<file path="src/rtl/sorr_pkg.sv">
// constants of the sensor output readout register bank
// assumes a classic wishbone slave with 32-bit data, one byte per word
package sorr_pkg;
  localparam int DATA_W   = 32;  // wishbone data width
  localparam int BYTE_W   = 8;   // one register byte
  localparam int WB_ADR_W = 9;   // byte address bits decoded
  localparam int IDX_LSB  = 2;   // word address starts here
  localparam int IDX_W    = 7;   // register index width
  localparam int PRESS_W  = 24;  // pressure result width
  localparam int TEMP_W   = 16;  // temperature result width
  localparam int OFFS_W   = 16;  // calibration offset width
  localparam int FIFO_W   = PRESS_W + TEMP_W;

  // register indices, byte address is four times the index
  localparam logic [IDX_W-1:0] IDX_PRESS_LOW  = 7'h28;
  localparam logic [IDX_W-1:0] IDX_PRESS_MID  = 7'h29;
  localparam logic [IDX_W-1:0] IDX_PRESS_HIGH = 7'h2a;
  localparam logic [IDX_W-1:0] IDX_TEMP_LOW   = 7'h2b;
  localparam logic [IDX_W-1:0] IDX_TEMP_HIGH  = 7'h2c;
  localparam logic [IDX_W-1:0] IDX_FILT_CLR   = 7'h3c;
  localparam logic [IDX_W-1:0] IDX_Q_PRESS_L  = 7'h78;
  localparam logic [IDX_W-1:0] IDX_Q_PRESS_M  = 7'h79;
  localparam logic [IDX_W-1:0] IDX_Q_PRESS_H  = 7'h7a;
  localparam logic [IDX_W-1:0] IDX_Q_TEMP_L   = 7'h7b;
  localparam logic [IDX_W-1:0] IDX_Q_TEMP_H   = 7'h7c;

  // byte lane numbers inside a multi-byte result
  localparam int LANE_LOW  = 0;
  localparam int LANE_MID  = 1;
  localparam int LANE_HIGH = 2;

  // reset values
  localparam logic [PRESS_W-1:0] PRESS_RST = 24'h000000;
  localparam logic [TEMP_W-1:0]  TEMP_RST  = 16'h0000;
  localparam logic [BYTE_W-1:0]  BYTE_ZERO = 8'h00;
  localparam logic [DATA_W-1:0]  DATA_RST  = 32'h00000000;

  // byte n of a result word, counted from the least significant
  function automatic logic [BYTE_W-1:0] byte_of(
    input logic [PRESS_W-1:0] v,
    input int                 n
  );
    byte_of = v[n*BYTE_W +: BYTE_W];
  endfunction
endpackage

</file>
<file path="src/rtl/sorr_result_if.sv">
// carrier of the current measurement result between calc and bank
// assumes both ends share mclk
interface sorr_result_if;
  logic [sorr_pkg::PRESS_W-1:0] press;  // signed pressure result
  logic [sorr_pkg::TEMP_W-1:0]  temp;   // signed temperature result

  modport calc (output press, output temp);
  modport bank (input press, input temp);
endinterface

</file>
<file path="src/rtl/sorr_regs.sv">
// read-only output register bank with classic wishbone slave
// assumes measurement, fifo and filter signals come from logic on mclk
// and the fifo shows its oldest entry on fifo_head while not empty

// Contract
// RULE_01 - Pressure bits 23 to 16 are read at offset 0x2A.
// RULE_02 - Temperature low byte reads at 0x2B and high byte at 0x2C.
// RULE_03 - Temperature is two's complement, sign in the high byte msb.
// RULE_04 - Reading 0x3C resets the active pressure filter; host does it first.
// RULE_05 - Queued pressure reads low, mid, high at 0x78, 0x79, 0x7A.
// RULE_06 - Queued temperature reads low at 0x7B and high at 0x7C.
// RULE_07 - Pressure is 24-bit two's complement over 0x28, 0x29, 0x2A.
// RULE_08 - With reference modes off, pressure is raw minus signed offset.
// RULE_09 - The host may read fifo bytes singly or as consecutive bursts.
// RULE_10 - Writes to any register are ignored and leave results intact.
module sorr_regs (
  input  wire logic                          mclk,        // clock, 25 MHz
  input  wire logic                          srst,        // sync reset
  input  wire logic                          wb_cyc_i,    // bus cycle
  input  wire logic                          wb_stb_i,    // strobe
  input  wire logic                          wb_we_i,     // write enable
  input  wire logic [sorr_pkg::WB_ADR_W-1:0] wb_adr_i,    // byte address
  input  wire logic [3:0]                    wb_sel_i,    // byte lanes
  input  wire logic [sorr_pkg::DATA_W-1:0]   wb_dat_i,    // write data
  output logic      [sorr_pkg::DATA_W-1:0]   wb_dat_o,    // read data
  output logic                               wb_ack_o,    // acknowledge
  input  wire logic [sorr_pkg::PRESS_W-1:0]  meas_press,  // raw pressure
  input  wire logic [sorr_pkg::TEMP_W-1:0]   meas_temp,   // raw temperature
  input  wire logic                          meas_valid,  // sample strobe
  input  wire logic [sorr_pkg::OFFS_W-1:0]   calibration_offset, // signed
  input  wire logic                          differential_enable, // mode
  input  wire logic                          self_zeroing,   // mode
  input  wire logic                          self_reference, // mode
  input  wire logic                          pressure_smoothing_filter, // on
  output logic                               filter_clear,   // clear pulse
  input  wire logic [sorr_pkg::FIFO_W-1:0]   fifo_head,   // {temp, press}
  input  wire logic                          fifo_empty,  // no entry
  output logic                               fifo_pop     // pop pulse
);
  sorr_result_if res_if ();

  sorr_result_calc u_calc (
    .mclk                (mclk),
    .srst                (srst),
    .meas_press          (meas_press),
    .meas_temp           (meas_temp),
    .meas_valid          (meas_valid),
    .calibration_offset  (calibration_offset),
    .differential_enable (differential_enable),
    .self_zeroing        (self_zeroing),
    .self_reference      (self_reference),
    .res                 (res_if.calc)
  );

  // request decode
  logic                           req_take;
  logic                           rd_take;
  logic [sorr_pkg::IDX_W-1:0]     idx;
  logic [sorr_pkg::PRESS_W-1:0]   q_press;
  logic [sorr_pkg::PRESS_W-1:0]   cur_temp_w;
  logic [sorr_pkg::PRESS_W-1:0]   q_temp_w;
  logic [sorr_pkg::BYTE_W-1:0]    rd_byte;
  logic                           hit_filt;
  logic                           hit_pop;
  logic                           ack_r;
  logic                           ack_nxt;
  logic [sorr_pkg::DATA_W-1:0]    dat_r;
  logic [sorr_pkg::DATA_W-1:0]    dat_nxt;
  logic                           clr_r;
  logic                           clr_nxt;
  logic                           pop_r;
  logic                           pop_nxt;

  // one answer per request; ack drops the cycle after it is given
  assign req_take = wb_cyc_i & wb_stb_i & !ack_r;
  // writes are answered but never reach any storage
  assign rd_take  = req_take & !wb_we_i;  // RULE_10
  assign idx      = wb_adr_i[sorr_pkg::WB_ADR_W-1:sorr_pkg::IDX_LSB];

  assign q_press    = fifo_head[sorr_pkg::PRESS_W-1:0];
  assign cur_temp_w = {{(sorr_pkg::PRESS_W-sorr_pkg::TEMP_W){1'b0}},
                       res_if.temp};
  assign q_temp_w   = {{(sorr_pkg::PRESS_W-sorr_pkg::TEMP_W){1'b0}},
                       fifo_head[sorr_pkg::FIFO_W-1:sorr_pkg::PRESS_W]};

  // read selection; filter clear and unmapped offsets read as zero
  assign rd_byte =
    (idx == sorr_pkg::IDX_PRESS_LOW)  ?
      sorr_pkg::byte_of(res_if.press, sorr_pkg::LANE_LOW)  :  // RULE_07
    (idx == sorr_pkg::IDX_PRESS_MID)  ?
      sorr_pkg::byte_of(res_if.press, sorr_pkg::LANE_MID)  :  // RULE_07
    (idx == sorr_pkg::IDX_PRESS_HIGH) ?
      sorr_pkg::byte_of(res_if.press, sorr_pkg::LANE_HIGH) :  // RULE_01
    (idx == sorr_pkg::IDX_TEMP_LOW)   ?
      sorr_pkg::byte_of(cur_temp_w, sorr_pkg::LANE_LOW)    :  // RULE_02
    (idx == sorr_pkg::IDX_TEMP_HIGH)  ?
      sorr_pkg::byte_of(cur_temp_w, sorr_pkg::LANE_MID)    :  // RULE_03
    (idx == sorr_pkg::IDX_Q_PRESS_L)  ?
      sorr_pkg::byte_of(q_press, sorr_pkg::LANE_LOW)       :  // RULE_05
    (idx == sorr_pkg::IDX_Q_PRESS_M)  ?
      sorr_pkg::byte_of(q_press, sorr_pkg::LANE_MID)       :  // RULE_05
    (idx == sorr_pkg::IDX_Q_PRESS_H)  ?
      sorr_pkg::byte_of(q_press, sorr_pkg::LANE_HIGH)      :  // RULE_05
    (idx == sorr_pkg::IDX_Q_TEMP_L)   ?
      sorr_pkg::byte_of(q_temp_w, sorr_pkg::LANE_LOW)      :  // RULE_06
    (idx == sorr_pkg::IDX_Q_TEMP_H)   ?
      sorr_pkg::byte_of(q_temp_w, sorr_pkg::LANE_MID)      :  // RULE_06
      sorr_pkg::BYTE_ZERO;

  // side effects of reads
  assign hit_filt = rd_take & (idx == sorr_pkg::IDX_FILT_CLR);
  // last byte of an entry retires it, so bursts 0x78..0x7c pop once
  assign hit_pop  = rd_take & (idx == sorr_pkg::IDX_Q_TEMP_H) & !fifo_empty;

  assign ack_nxt = req_take;
  assign dat_nxt = rd_take ?
                   {{(sorr_pkg::DATA_W-sorr_pkg::BYTE_W){1'b0}}, rd_byte} :
                   sorr_pkg::DATA_RST;
  assign clr_nxt = hit_filt & pressure_smoothing_filter;  // RULE_04
  assign pop_nxt = hit_pop;                               // RULE_09

  always_ff @(posedge mclk) begin
    if (srst) begin
      ack_r <= 1'b0;
      dat_r <= sorr_pkg::DATA_RST;
      clr_r <= 1'b0;
      pop_r <= 1'b0;
    end else begin
      ack_r <= ack_nxt;
      dat_r <= dat_nxt;
      clr_r <= clr_nxt;
      pop_r <= pop_nxt;
    end
  end

  assign wb_ack_o     = ack_r;
  assign wb_dat_o     = dat_r;
  assign filter_clear = clr_r;
  assign fifo_pop     = pop_r;
endmodule // sorr_regs

</file>
<file path="src/rtl/sorr_result_calc.sv">
// result holder: pressure, offset-corrected only with all reference modes off, and temperature
// assumes measurement strobe and data come from logic on mclk
module sorr_result_calc (
  input  wire logic                         mclk,        // clock
  input  wire logic                         srst,        // sync reset
  input  wire logic [sorr_pkg::PRESS_W-1:0] meas_press,  // raw pressure
  input  wire logic [sorr_pkg::TEMP_W-1:0]  meas_temp,   // raw temperature
  input  wire logic                         meas_valid,  // new sample
  input  wire logic [sorr_pkg::OFFS_W-1:0]  calibration_offset, // signed
  input  wire logic                         differential_enable, // mode
  input  wire logic                         self_zeroing,   // mode
  input  wire logic                         self_reference, // mode
  sorr_result_if.calc                       res          // to the bank
);
  logic [sorr_pkg::PRESS_W-1:0] press_r;
  logic [sorr_pkg::PRESS_W-1:0] press_nxt;
  logic [sorr_pkg::TEMP_W-1:0]  temp_r;
  logic [sorr_pkg::TEMP_W-1:0]  temp_nxt;
  logic [sorr_pkg::PRESS_W-1:0] offs_ext;
  logic                         plain_mode;

  // sign-extend the 16-bit offset to the pressure width
  assign offs_ext = {{(sorr_pkg::PRESS_W-sorr_pkg::OFFS_W)
                      {calibration_offset[sorr_pkg::OFFS_W-1]}},
                     calibration_offset};
  assign plain_mode = !(differential_enable | self_zeroing | self_reference);
  // reference modes are handled upstream; raw value passes through then
  assign press_nxt = !meas_valid ? press_r :
                     plain_mode  ? meas_press - offs_ext :  // RULE_08
                                   meas_press;              // RULE_07
  assign temp_nxt  = meas_valid ? meas_temp : temp_r;       // RULE_03

  always_ff @(posedge mclk) begin
    if (srst) begin
      press_r <= sorr_pkg::PRESS_RST;
      temp_r  <= sorr_pkg::TEMP_RST;
    end else begin
      press_r <= press_nxt;
      temp_r  <= temp_nxt;
    end
  end

  assign res.press = press_r;
  assign res.temp  = temp_r;
endmodule // sorr_result_calc

</file>
<file path="config.mk">
export PLATFORM = sky130hd
export DESIGN_NAME = sorr_regs
export DESIGN_NICKNAME = d
export VERILOG_FILES = /design/src/rtl/sorr_pkg.sv /design/src/rtl/sorr_result_if.sv /design/src/rtl/sorr_regs.sv /design/src/rtl/sorr_result_calc.sv
export SDC_FILE = /design/constraint.sdc
export NUM_CORES = 1
export LEC_CHECK = 0
export BUFFER_PORTS_ARGS = -buffer_cell sky130_fd_sc_hd__buf_4
export CORE_ASPECT_RATIO = 0.9
export CORE_MARGIN = 8
export CORE_UTILIZATION = 43
export DETAILED_ROUTE_END_ITERATION = 12
export HOLD_SLACK_MARGIN = 0.05
export PLACE_DENSITY_LB_ADDON = 0.08
export SKIP_CTS_REPAIR_TIMING = 1
export SLEW_MARGIN = 20
export SYNTH_ARGS = -nofsm -noshare
export SYNTH_HDL_FRONTEND = slang
export SYNTH_SLANG_ARGS = --single-unit
export TNS_END_PERCENT = 50
</file>
<file path="constraint.sdc">
create_clock -name mclk -period 1.9 [get_ports mclk]
set_clock_uncertainty 0.05 [all_clocks]
set_input_delay 0.095 -clock mclk [delete_from_list [all_inputs] [get_ports mclk]]
set_output_delay 0.095 -clock mclk [all_outputs]
set_load 0.05 [all_outputs]
</file>
==> results.yml, run 1 <==
sta:
  finalCritPeriodShare_pct: 102
  tightest_slew_ns: 0.507
  slew_viol_final: 0
  max-slew-margin-rel_pct: 66.2
  tns_ns: -0.0669
  grt_setup_unrepaired: "yes"
  fin_ws_ns: -0.0411
  min_period_ns: 1.94
  timing.fmax_ghz: 0.515
  finalHoldViolCount: 0
  setup_violations: 2
critical_path:
  timing.reg2reg.setup_slack_ns: 0.32
  endpoint_kind: "register"
  slowest_stage: "fa_2"
  rr_worst_depth: 5
  r2r_end: "wb_dat_o[1]"
  cp.arrival_ns: 2.11
  cp.depth: 12
  crit_path_cell_trace: "buf_12, inv_12, ha_4, inv_2, fa_2, a211oi_2, o21ai_2, nand4_1, a31o_4, o21ai_4, o311a_1, a211oi_2"
  cp_max_fo: 5
  crit_type: "in2reg"
  start_kind: "primary input"
  worst_path_most_repeated_cell: "a211oi_2"
  reg2reg_from: "u_calc.res.temp[9]"
  required_ns: 2.07
  cp_num_buf_inv: 3
  path_delay_family: "compound AO/OA/AOI/OAI gates"
  worst_path_largest_cell_delay_ns: 0.34
clocking:
  cts.sinks: 51
  clock_latency_ns: 0.31
  cts_htree_levels: 2
  cts_tree: "yes"
  clk_pin_slew_ns: 0.09
  cts_made_buffers: 5
  clockBufferDepth: 2
  cts_root_buf: "clkbuf_8"
synth:
  yosysMostFrequentCell: "nor2_1"
  synth_top_family_by_area: "compound AO/OA/AOI/OAI gates"
  avgSynthCellArea_um2: 7.75
  synthTopCellsByArea: "dfxtp_1 25%, ha_1 7.2%, mux2i_1 7.0%"
  synth_area_um2: 4020
  yosys_warnings: 0
  synth_area_leader_cell: "dfxtp_1"
  synthTopCellsByCount: "73 x nor2_1, 58 x nand2_1, 51 x dfxtp_1"
  muxShareOfSynthArea_pct: 10.1
  ys.flop_type: "dfxtp_1"
  synth.distinct_cells: 60
  synth_compound_area_share_pct: 24.3
  synthArstFlopShare_pct: 0
  ys_seq_elements: 51
  synth-simple-area-share_pct: 21.1
  synthAdderAreaFrac_pct: 7.67
  synth_cells: 518
  synthXorXnorAreaFrac_pct: 2.40
  synth_top_cell_area_share_pct: 25.4
  synth_edf_count: 0
  ys_seq_area_share_pct: 25.4
pwr:
  leakagePower_nw: 2.75
  ir_worst_vdd_uv: 315
  powerDensity_nw_per_um2: 510
grt:
  grt_antenna_before_repair: 1
  grt_usage_pct: 19.4
  grt_max_degree: 38
  grt_pass1_vias: 4271
  grt-ovfl-total: 0
  grt_pass1_wl_mm: 20.8
finish:
  drive_above_1_share_pct: 32.8
  nNetsFinal: 886
  syn2layout_area_growth_pct: 46.9
  final.fill_count: 823
  fin_cells: 834
floorplanning:
  start_util_pct: 44.2
  dieArea_um2: 12700
  rows: 33
  core_um2: 9080
  chipHeight_um: 108
  ios: 187
  die_x_um: 118
drt:
  detail_route.wl_per_cell_um: 16.0
  ant_nets: 0
  drcViolationCount: 0
  vias: 4398
  routed_wl_mm: 13.3
  dr.pass1.iters: 5
  drtIter0Drc: 190
  via_per_inst: 5.27
outcome:
  status: "finished with violations"
  violations: "negative setup slack"
min_path:
  min_to: "u_calc.res.press[16]"
  whs_path_depth: 3
  hp-class: "in2reg"
  worstHoldStart: "meas_press[16]"
place:
  post-place-cells: 799
  dpl.hpwl_mm: 10.4
  portBuffers: 124
  gp_congestion: 0.860
job:
  max_cap_violations: 0
-- worst max-delay path by stage --
stage | from | to | slack (ns)
finish | meas_press[0] | u_calc.res.press[20] | -0.04
global route | meas_press[0] | u_calc.res.press[20] | -0.13
CTS | calibration_offset[4] | u_calc.res.press[19] | -0.11
detailed placement | calibration_offset[4] | u_calc.res.press[23] | -0.43
global placement | calibration_offset[4] | u_calc.res.press[23] | -0.38
floorplan | calibration_offset[10] | u_calc.res.press[22] | -0.07
-- power breakdown --
| part | switching [W] | internal, W |
|---|---|---|
| logic | 0.000587 | 0.000578 |
| clock network | 0.000373 | 0.000298 |
| registers | 0.0000412 | 0.00113 |
| total | 0.00100 | 0.00200 |
-- state kept, by name, summed over array words and instances, names as in the netlist --
register,flops
u_calc.res.press,24
wb_ack_o,1
fifo_pop,1
wb_dat_o,8
u_calc.res.temp,16
filter_clear,1
-- metrics by stage --
step           power, W  setup WS, ns  area [um^2]  hold WS (ns)  utilization, %
2_1_floorplan   0.00186       -0.0737         4160         0.124               -
3_3_place_gp    0.00225        -0.385         5450         0.207            59.9
3_5_place_dp    0.00227        -0.431         5450         0.215            59.9
4_1_cts         0.00293        -0.108         5540        -0.119            61.0
5_1_grt         0.00318        -0.127         5900        0.0543            64.9
6_report        0.00301       -0.0411         5900        0.0372            64.9
-- cell families after synthesis --
kind of cell | count (synthesis)
AO/OA/AOI/OAI | 139
adder cells (fa/ha/maj) | 24
other | 1
buffers and inverters | 68
flip-flops | 51
XOR/XNOR | 11
multiplexers | 36
AND/OR/NAND/NOR | 188
-- layer usage --
layer  up-vias  GRT usage (%)  wire (um)  part of all wire (%)
met2       124           33.3       6540                    49
met5         -              0          0                     0
met4         0           4.11        206                   1.5
li1       2211              -          -                     -
met3        18           3.25        582                   4.4
met1      2045           25.2       6010                    45
-- area by class of cell --
class / count / area [um^2] / area share, %
antenna: 1 / 2.50 / 0.0424
clock buffer: 6 / 82.6 / 1.40
clock inverter: 2 / 16.3 / 0.276
inverter: 18 / 80.1 / 1.36
multi-input combinational: 422 / 2850 / 48.3
sequential: 51 / 1020 / 17.3
tap: 122 / 153 / 2.59
timing repair buffer: 212 / 1690 / 28.7
-- layout by cell type, fill, tap and decap left out, drive strengths merged, types with 8 or more instances in the layout --
cell         Yosys  final
nor3             9      9
inv             18     18
dfxtp           51     51
nand3           15     15
a311oi          13     13
a211oi           9      9
dlygate4sd3      0     26
conb             1     24
buf             33    186
a221o            8      8
ha              23     23
nor2            73     73
mux2i           28     28
a21oi           32     32
nand2           58     58
o21ai           30     30
xnor2            9      9
a21o            12     12
-- worst min-delay path: stages --
cell and delay [ns]:
buf_4 0.13, nand2_1 0.05, a311oi_1 0.07
No activity file was read; power rests on OpenSTA's default activity.
==> run 2: changes to the inputs <==
==> constraint.sdc (replaced) <==
create_clock -name mclk -period 1.9 [get_ports mclk]
set_clock_uncertainty 0.05 [all_clocks]
set_input_delay 0.19 -clock mclk [delete_from_list [all_inputs] [get_ports mclk]]
set_output_delay 0.19 -clock mclk [all_outputs]
set_load 0.05 [all_outputs]
==> run 2 against run 1 <==
  * Flip-flop and latch count stayed put
  * Maximum frequency is 4.4% lower
  * Core utilization is 0.63 points lower
  * Global-route usage is 0.085 points lower
  * Critical path type unchanged
  * The flow still finishes with violations (negative setup slack)
  * Critical endpoint unchanged
  * Register-to-register slack better by 0.03 ns
  * Combinational power hardly changed
==> results.yml, run 2 (synthesized netlist as in run 1, its figures left out) <==
outcome:
  status: "finished with violations"
  violations: "negative setup slack"
critical_path:
  critPathLaunch: "meas_press[0]"
  slowest_stage: "fa_2"
  cp_num_buf_inv: 3
  timing.reg2reg.setup_slack_ns: 0.35
  cp_max_fo: 5
  endpoint_kind: "register"
  start_kind: "primary input"
  reg2reg_from: "u_calc.res.temp[8]"
  r2r_end: "wb_dat_o[0]"
  cp.arrival_ns: 2.21
  worst_path_largest_cell_delay_ns: 0.34
  path_delay_family: "compound AO/OA/AOI/OAI gates"
  crit_path_cell_trace: "buf_12, inv_12, ha_4, inv_2, fa_2, a211oi_2, o21ai_1, nand4_1, a31o_4, o21ai_4, o311a_1, a211oi_1"
  rr_worst_depth: 5
  endpoint: "u_calc.res.press[20]"
  crit_type: "in2reg"
  required_ns: 2.08
  cp.depth: 12
drt:
  dr.pass1.iters: 5
  drcViolationCount: 0
  routed_wl_mm: 13.1
  drtIter0Drc: 221
  via_per_inst: 5.33
  vias: 4347
  ant_nets: 0
  detail_route.wl_per_cell_um: 16.1
sta:
  setup_violations: 6
  finalCritPeriodShare_pct: 107
  grt_setup_unrepaired: "yes"
  slew_viol_final: 0
  min_period_ns: 2.03
  fin_ws_ns: -0.130
  finalHoldViolCount: 0
  timing.fmax_ghz: 0.493
finish:
  layout_commonest_cell: "buf_4"
  largest_reg_flops: 24
  syn2layout_area_growth_pct: 45.5
  stdcell_area_um2: 5840
  antennaDiodeCount: 0
  nNetsFinal: 869
  regArea_um2: 1020
  fin_cells: 816
  multi_input_area_um2: 2960
  drive_above_1_share_pct: 36.3
  final_cell_mix: "185 x buf_4, 72 x nor2_1, 58 x nand2_1, 51 x dfxtp_1, 28 x mux2i_1"
  final.fill_count: 823
clocking:
  clockBufferDepth: 2
  clock_latency_ns: 0.30
  cts.sinks: 51
  cts_htree_levels: 2
  clk_pin_slew_ns: 0.09
  cts_tree: "yes"
  cts_root_buf: "clkbuf_8"
  cts_made_buffers: 5
pwr:
  intPower_w: 0.00198
  ir_worst_vdd_uv: 290
  pwr-share-comb_pct: 40.1
  switchingPower_w: 0.00100
  powerDensity_nw_per_um2: 509
  p_seq_share_pct: 39.2
  leakagePower_nw: 2.69
  p_clk_share_pct: 20.7
  switching_share_pct: 33.6
floorplanning:
  chipHeight_um: 108
  rows: 33
  ios: 187
  dieArea_um2: 12700
  core_um2: 9080
  start_util_pct: 44.2
  die_x_um: 118
place:
  gp_congestion: 0.873
  post-place-cells: 803
  dpl_cell_area_um2: 5500
  portBuffers: 124
  dpl.hpwl_mm: 10.5
grt:
  grt-busiest-layer: "met2"
  use_met1_pct: 23.9
  grt_usage_pct: 19.4
  grt_pass1_vias: 4377
  met3_usage_pct: 3.83
  grt_antenna_before_repair: 0
  grt-ovfl-total: 0
  grt_max_degree: 38
  grt_util_met2_pct: 34.2
  grt_pass1_wl_mm: 20.7
job:
  max_cap_violations: 0
min_path:
  whs_path_depth: 3
  hp-class: "in2reg"
run 2: cell count changes in the layout (fill, tap and decap cells not counted), moves of 2 or more:
cell           previous run  this run
ha_4                      2         8
a21oi_2                   4         6
buf_4                   183       185
dlygate4sd3_1            26         1
and3_1                    4         2
and3_4                    1         3
a21oi_1                  28        26
ha_1                     21        15
buf_6                     0         4
run 2: how the worst min path moves through the flow:
stage,slack [ns],to,startpoint
2_1_floorplan,0.22,fifo_pop,fifo_empty
3_3_place_gp,0.30,fifo_pop,fifo_empty
3_5_place_dp,0.31,fifo_pop,fifo_empty
4_1_cts,-0.02,fifo_pop,fifo_empty
5_1_grt,0.07,u_calc.res.temp[4],meas_temp[4]
6_report,0.07,u_calc.res.temp[13],meas_temp[13]
run 2: per-stage QoR:
stage	setup TNS, ns	setup WS, ns	utilization [%]	power (W)	hold WS [ns]
after floorplan	-0.761	-0.168	-	0.00187	0.219
after global placement	-6.35	-0.473	60.5	0.00227	0.304
after detailed placement	-6.72	-0.505	60.5	0.00229	0.306
after CTS	-1.11	-0.181	61.5	0.00290	-0.0189
after global routing	-1.30	-0.229	64.3	0.00315	0.0677
final	-0.389	-0.130	64.3	0.00298	0.0689
run 2: cell type report:
class / instances / share of cell area, %
clock buffers: 5 / 1.18
clock inverters: 3 / 0.343
inverters: 18 / 1.41
multi-input cells: 422 / 50.6
flip-flops and latches: 51 / 17.5
well taps: 122 / 2.61
repair buffers: 195 / 26.3
run 2: power by group through the flow:
stage	sequential [W]	clock [W]	combinational, W
floorplan	0.00118	0	0.000689
finish	0.00117	0.000615	0.00119
global route	0.00117	0.000676	0.00130
detailed placement	0.00119	0	0.00109
global placement	0.00119	0	0.00108
CTS	0.00117	0.000629	0.00110
run 2: worst min-delay path: cells and delay by family:
family | cells | cell delay [ns]
simple gates | 1 | 0.08
buf+inv | 1 | 0.07
mux | 1 | 0.05
run 2: routing by layer:
layer	routed length [um]	up-vias
li1	-	2177
met1	5610	2022
met2	6570	136
met3	789	12
met4	133	0
met5	0	-
==> run 3: changes to the inputs <==
--- a/config.mk
+++ b/config.mk
@@ -11,7 +11,7 @@
 export CORE_UTILIZATION = 43
 export DETAILED_ROUTE_END_ITERATION = 12
 export HOLD_SLACK_MARGIN = 0.05
-export PLACE_DENSITY_LB_ADDON = 0.08
+export PLACE_DENSITY = 0.78
 export SKIP_CTS_REPAIR_TIMING = 1
 export SLEW_MARGIN = 20
 export SYNTH_ARGS = -nofsm -noshare
==> run 3 against run 2 <==
  * Register-to-register slack improved by 0.04 ns
  * Largest cell class unchanged
  * Core utilization up 0.43 points
  * Via count rose by 2.5%
  * Die area stayed put
  * Global-route usage rose by 0.30 points
  * The run still ends with negative setup slack left
  * Maximum frequency increased by 0.71%
  * Critical path depth is the same
==> results.yml, run 3 (synthesized netlist as in run 1, its figures left out) <==
outcome:
  status: "finished with violations"
  violations: "negative setup slack"
finish:
  antennaDiodeCount: 0
  utilization_pct: 64.7
  largest_reg_flops: 24
  layout_commonest_cell: "buf_4"
  nNetsFinal: 881
  syn2layout_area_growth_pct: 46.5
  drive_above_1_share_pct: 36.8
  final.fill_count: 796
  final_cell_mix: "200 x buf_4, 73 x nor2_1, 57 x nand2_1, 51 x dfxtp_1"
  stdcell_area_um2: 5880
  regArea_um2: 1020
  multi_input_area_um2: 2930
place:
  gp_congestion: 0.880
  portBuffers: 124
  dpl.hpwl_mm: 10.8
  post-place-ws_ns: -0.546
  dpl_cell_area_um2: 5550
job:
  max_cap_violations: 0
grt:
  grt-ovfl-total: 0
  grt_pass1_vias: 4394
  grt_usage_pct: 19.6
  grt_antenna_before_repair: 0
  grt_pass1_wl_mm: 20.8
  grt_max_degree: 40
critical_path:
  rr_worst_depth: 4
  reg2reg_from: "u_calc.res.temp[8]"
  cp.arrival_ns: 2.20
  r2r_end: "wb_dat_o[0]"
  required_ns: 2.09
  crit_type: "in2reg"
  timing.reg2reg.setup_slack_ns: 0.39
  cp_max_fo: 5
  endpoint_kind: "register"
  start_kind: "primary input"
clocking:
  clock_latency_ns: 0.31
  cts_made_buffers: 5
  clk_pin_slew_ns: 0.10
  cts_root_buf: "clkbuf_8"
  clockBufferDepth: 2
  cts_tree: "yes"
  cts.sinks: 51
  cts_htree_levels: 2
sta:
  fin_ws_ns: -0.115
  slew_viol_final: 0
  finalCritPeriodShare_pct: 106
  grt_setup_unrepaired: "yes"
  min_period_ns: 2.02
  timing.fmax_ghz: 0.496
  setup_violations: 9
  max-slew-margin-rel_pct: 66.6
  finalHoldViolCount: 0
  tightest_slew_ns: 0.501
pwr:
  powerDensity_nw_per_um2: 521
  leakagePower_nw: 2.75
  ir_worst_vdd_uv: 292
drt:
  ant_nets: 0
  via_per_inst: 5.38
  drtIter0Drc: 260
  detail_route.wl_per_cell_um: 16.2
  vias: 4456
  dr.pass1.iters: 5
  routed_wl_mm: 13.4
  drcViolationCount: 0
floorplanning:
  rows: 33
  dieArea_um2: 12700
  core_um2: 9080
  die_x_um: 118
  chipHeight_um: 108
  ios: 187
  start_util_pct: 44.2
min_path:
  whs_path_depth: 3
  hp-class: "in2reg"
  worstHoldStart: "meas_temp[11]"
  min_to: "u_calc.res.temp[11]"
## run 3: how the worst max path moves through the flow
stage                                       from              endpoint  slack [ns]
after floorplan           calibration_offset[10]  u_calc.res.press[22]       -0.17
after global placement             meas_press[4]  u_calc.res.press[19]       -0.45
after detailed placement           meas_press[4]  u_calc.res.press[19]       -0.55
after CTS                          meas_press[4]  u_calc.res.press[19]       -0.22
after global routing               meas_press[0]  u_calc.res.press[20]       -0.17
final                              meas_press[0]  u_calc.res.press[20]       -0.12
## run 3: cell type report
type | instances | share of cell area, %
timing repair buffer | 207 | 27.1
sequential | 51 | 17.4
tap | 122 | 2.60
clock inverter | 1 | 0.149
clock buffer | 7 | 1.47
multi-input combinational | 422 | 49.9
inverter | 18 | 1.40
## run 3: where the power goes
group | internal, W | leakage (nW) | switching, W
combinational | 0.000603 | 2.28 | 0.000607
sequential | 0.00113 | 0.420 | 0.0000420
clock | 0.000300 | 0.0484 | 0.000383
total | 0.00203 | 2.75 | 0.00103
## run 3: worst max-delay path, stage by stage
cell,delay [ns]
buf_12,0.11
inv_12,0.04
ha_4,0.12
inv_2,0.03
fa_2,0.34
a211oi_2,0.28
o21ai_2,0.10
nand4_1,0.15
a31o_4,0.21
o21ai_4,0.08
o311a_1,0.33
a211oi_2,0.23
## run 3: routing by layer
layer | vias to the layer above | wire length (um) | GRT usage, %
met4 | 0 | 210 | 5.75
li1 | 2201 | - | -
met1 | 2089 | 5850 | 24.2
met2 | 146 | 6640 | 33.9
met3 | 20 | 707 | 4.25
met5 | - | 0 | 0
## run 3: per-stage QoR
stage	cells	total power [W]	TNS, ns	hold WS, ns
after floorplan	541	0.00187	-0.761	0.219
after global placement	814	0.00228	-5.89	0.309
after detailed placement	814	0.00231	-6.57	0.315
after CTS	822	0.00297	-0.996	-0.0135
after global routing	828	0.00323	-1.46	0.0597
final	828	0.00306	-0.397	0.0722
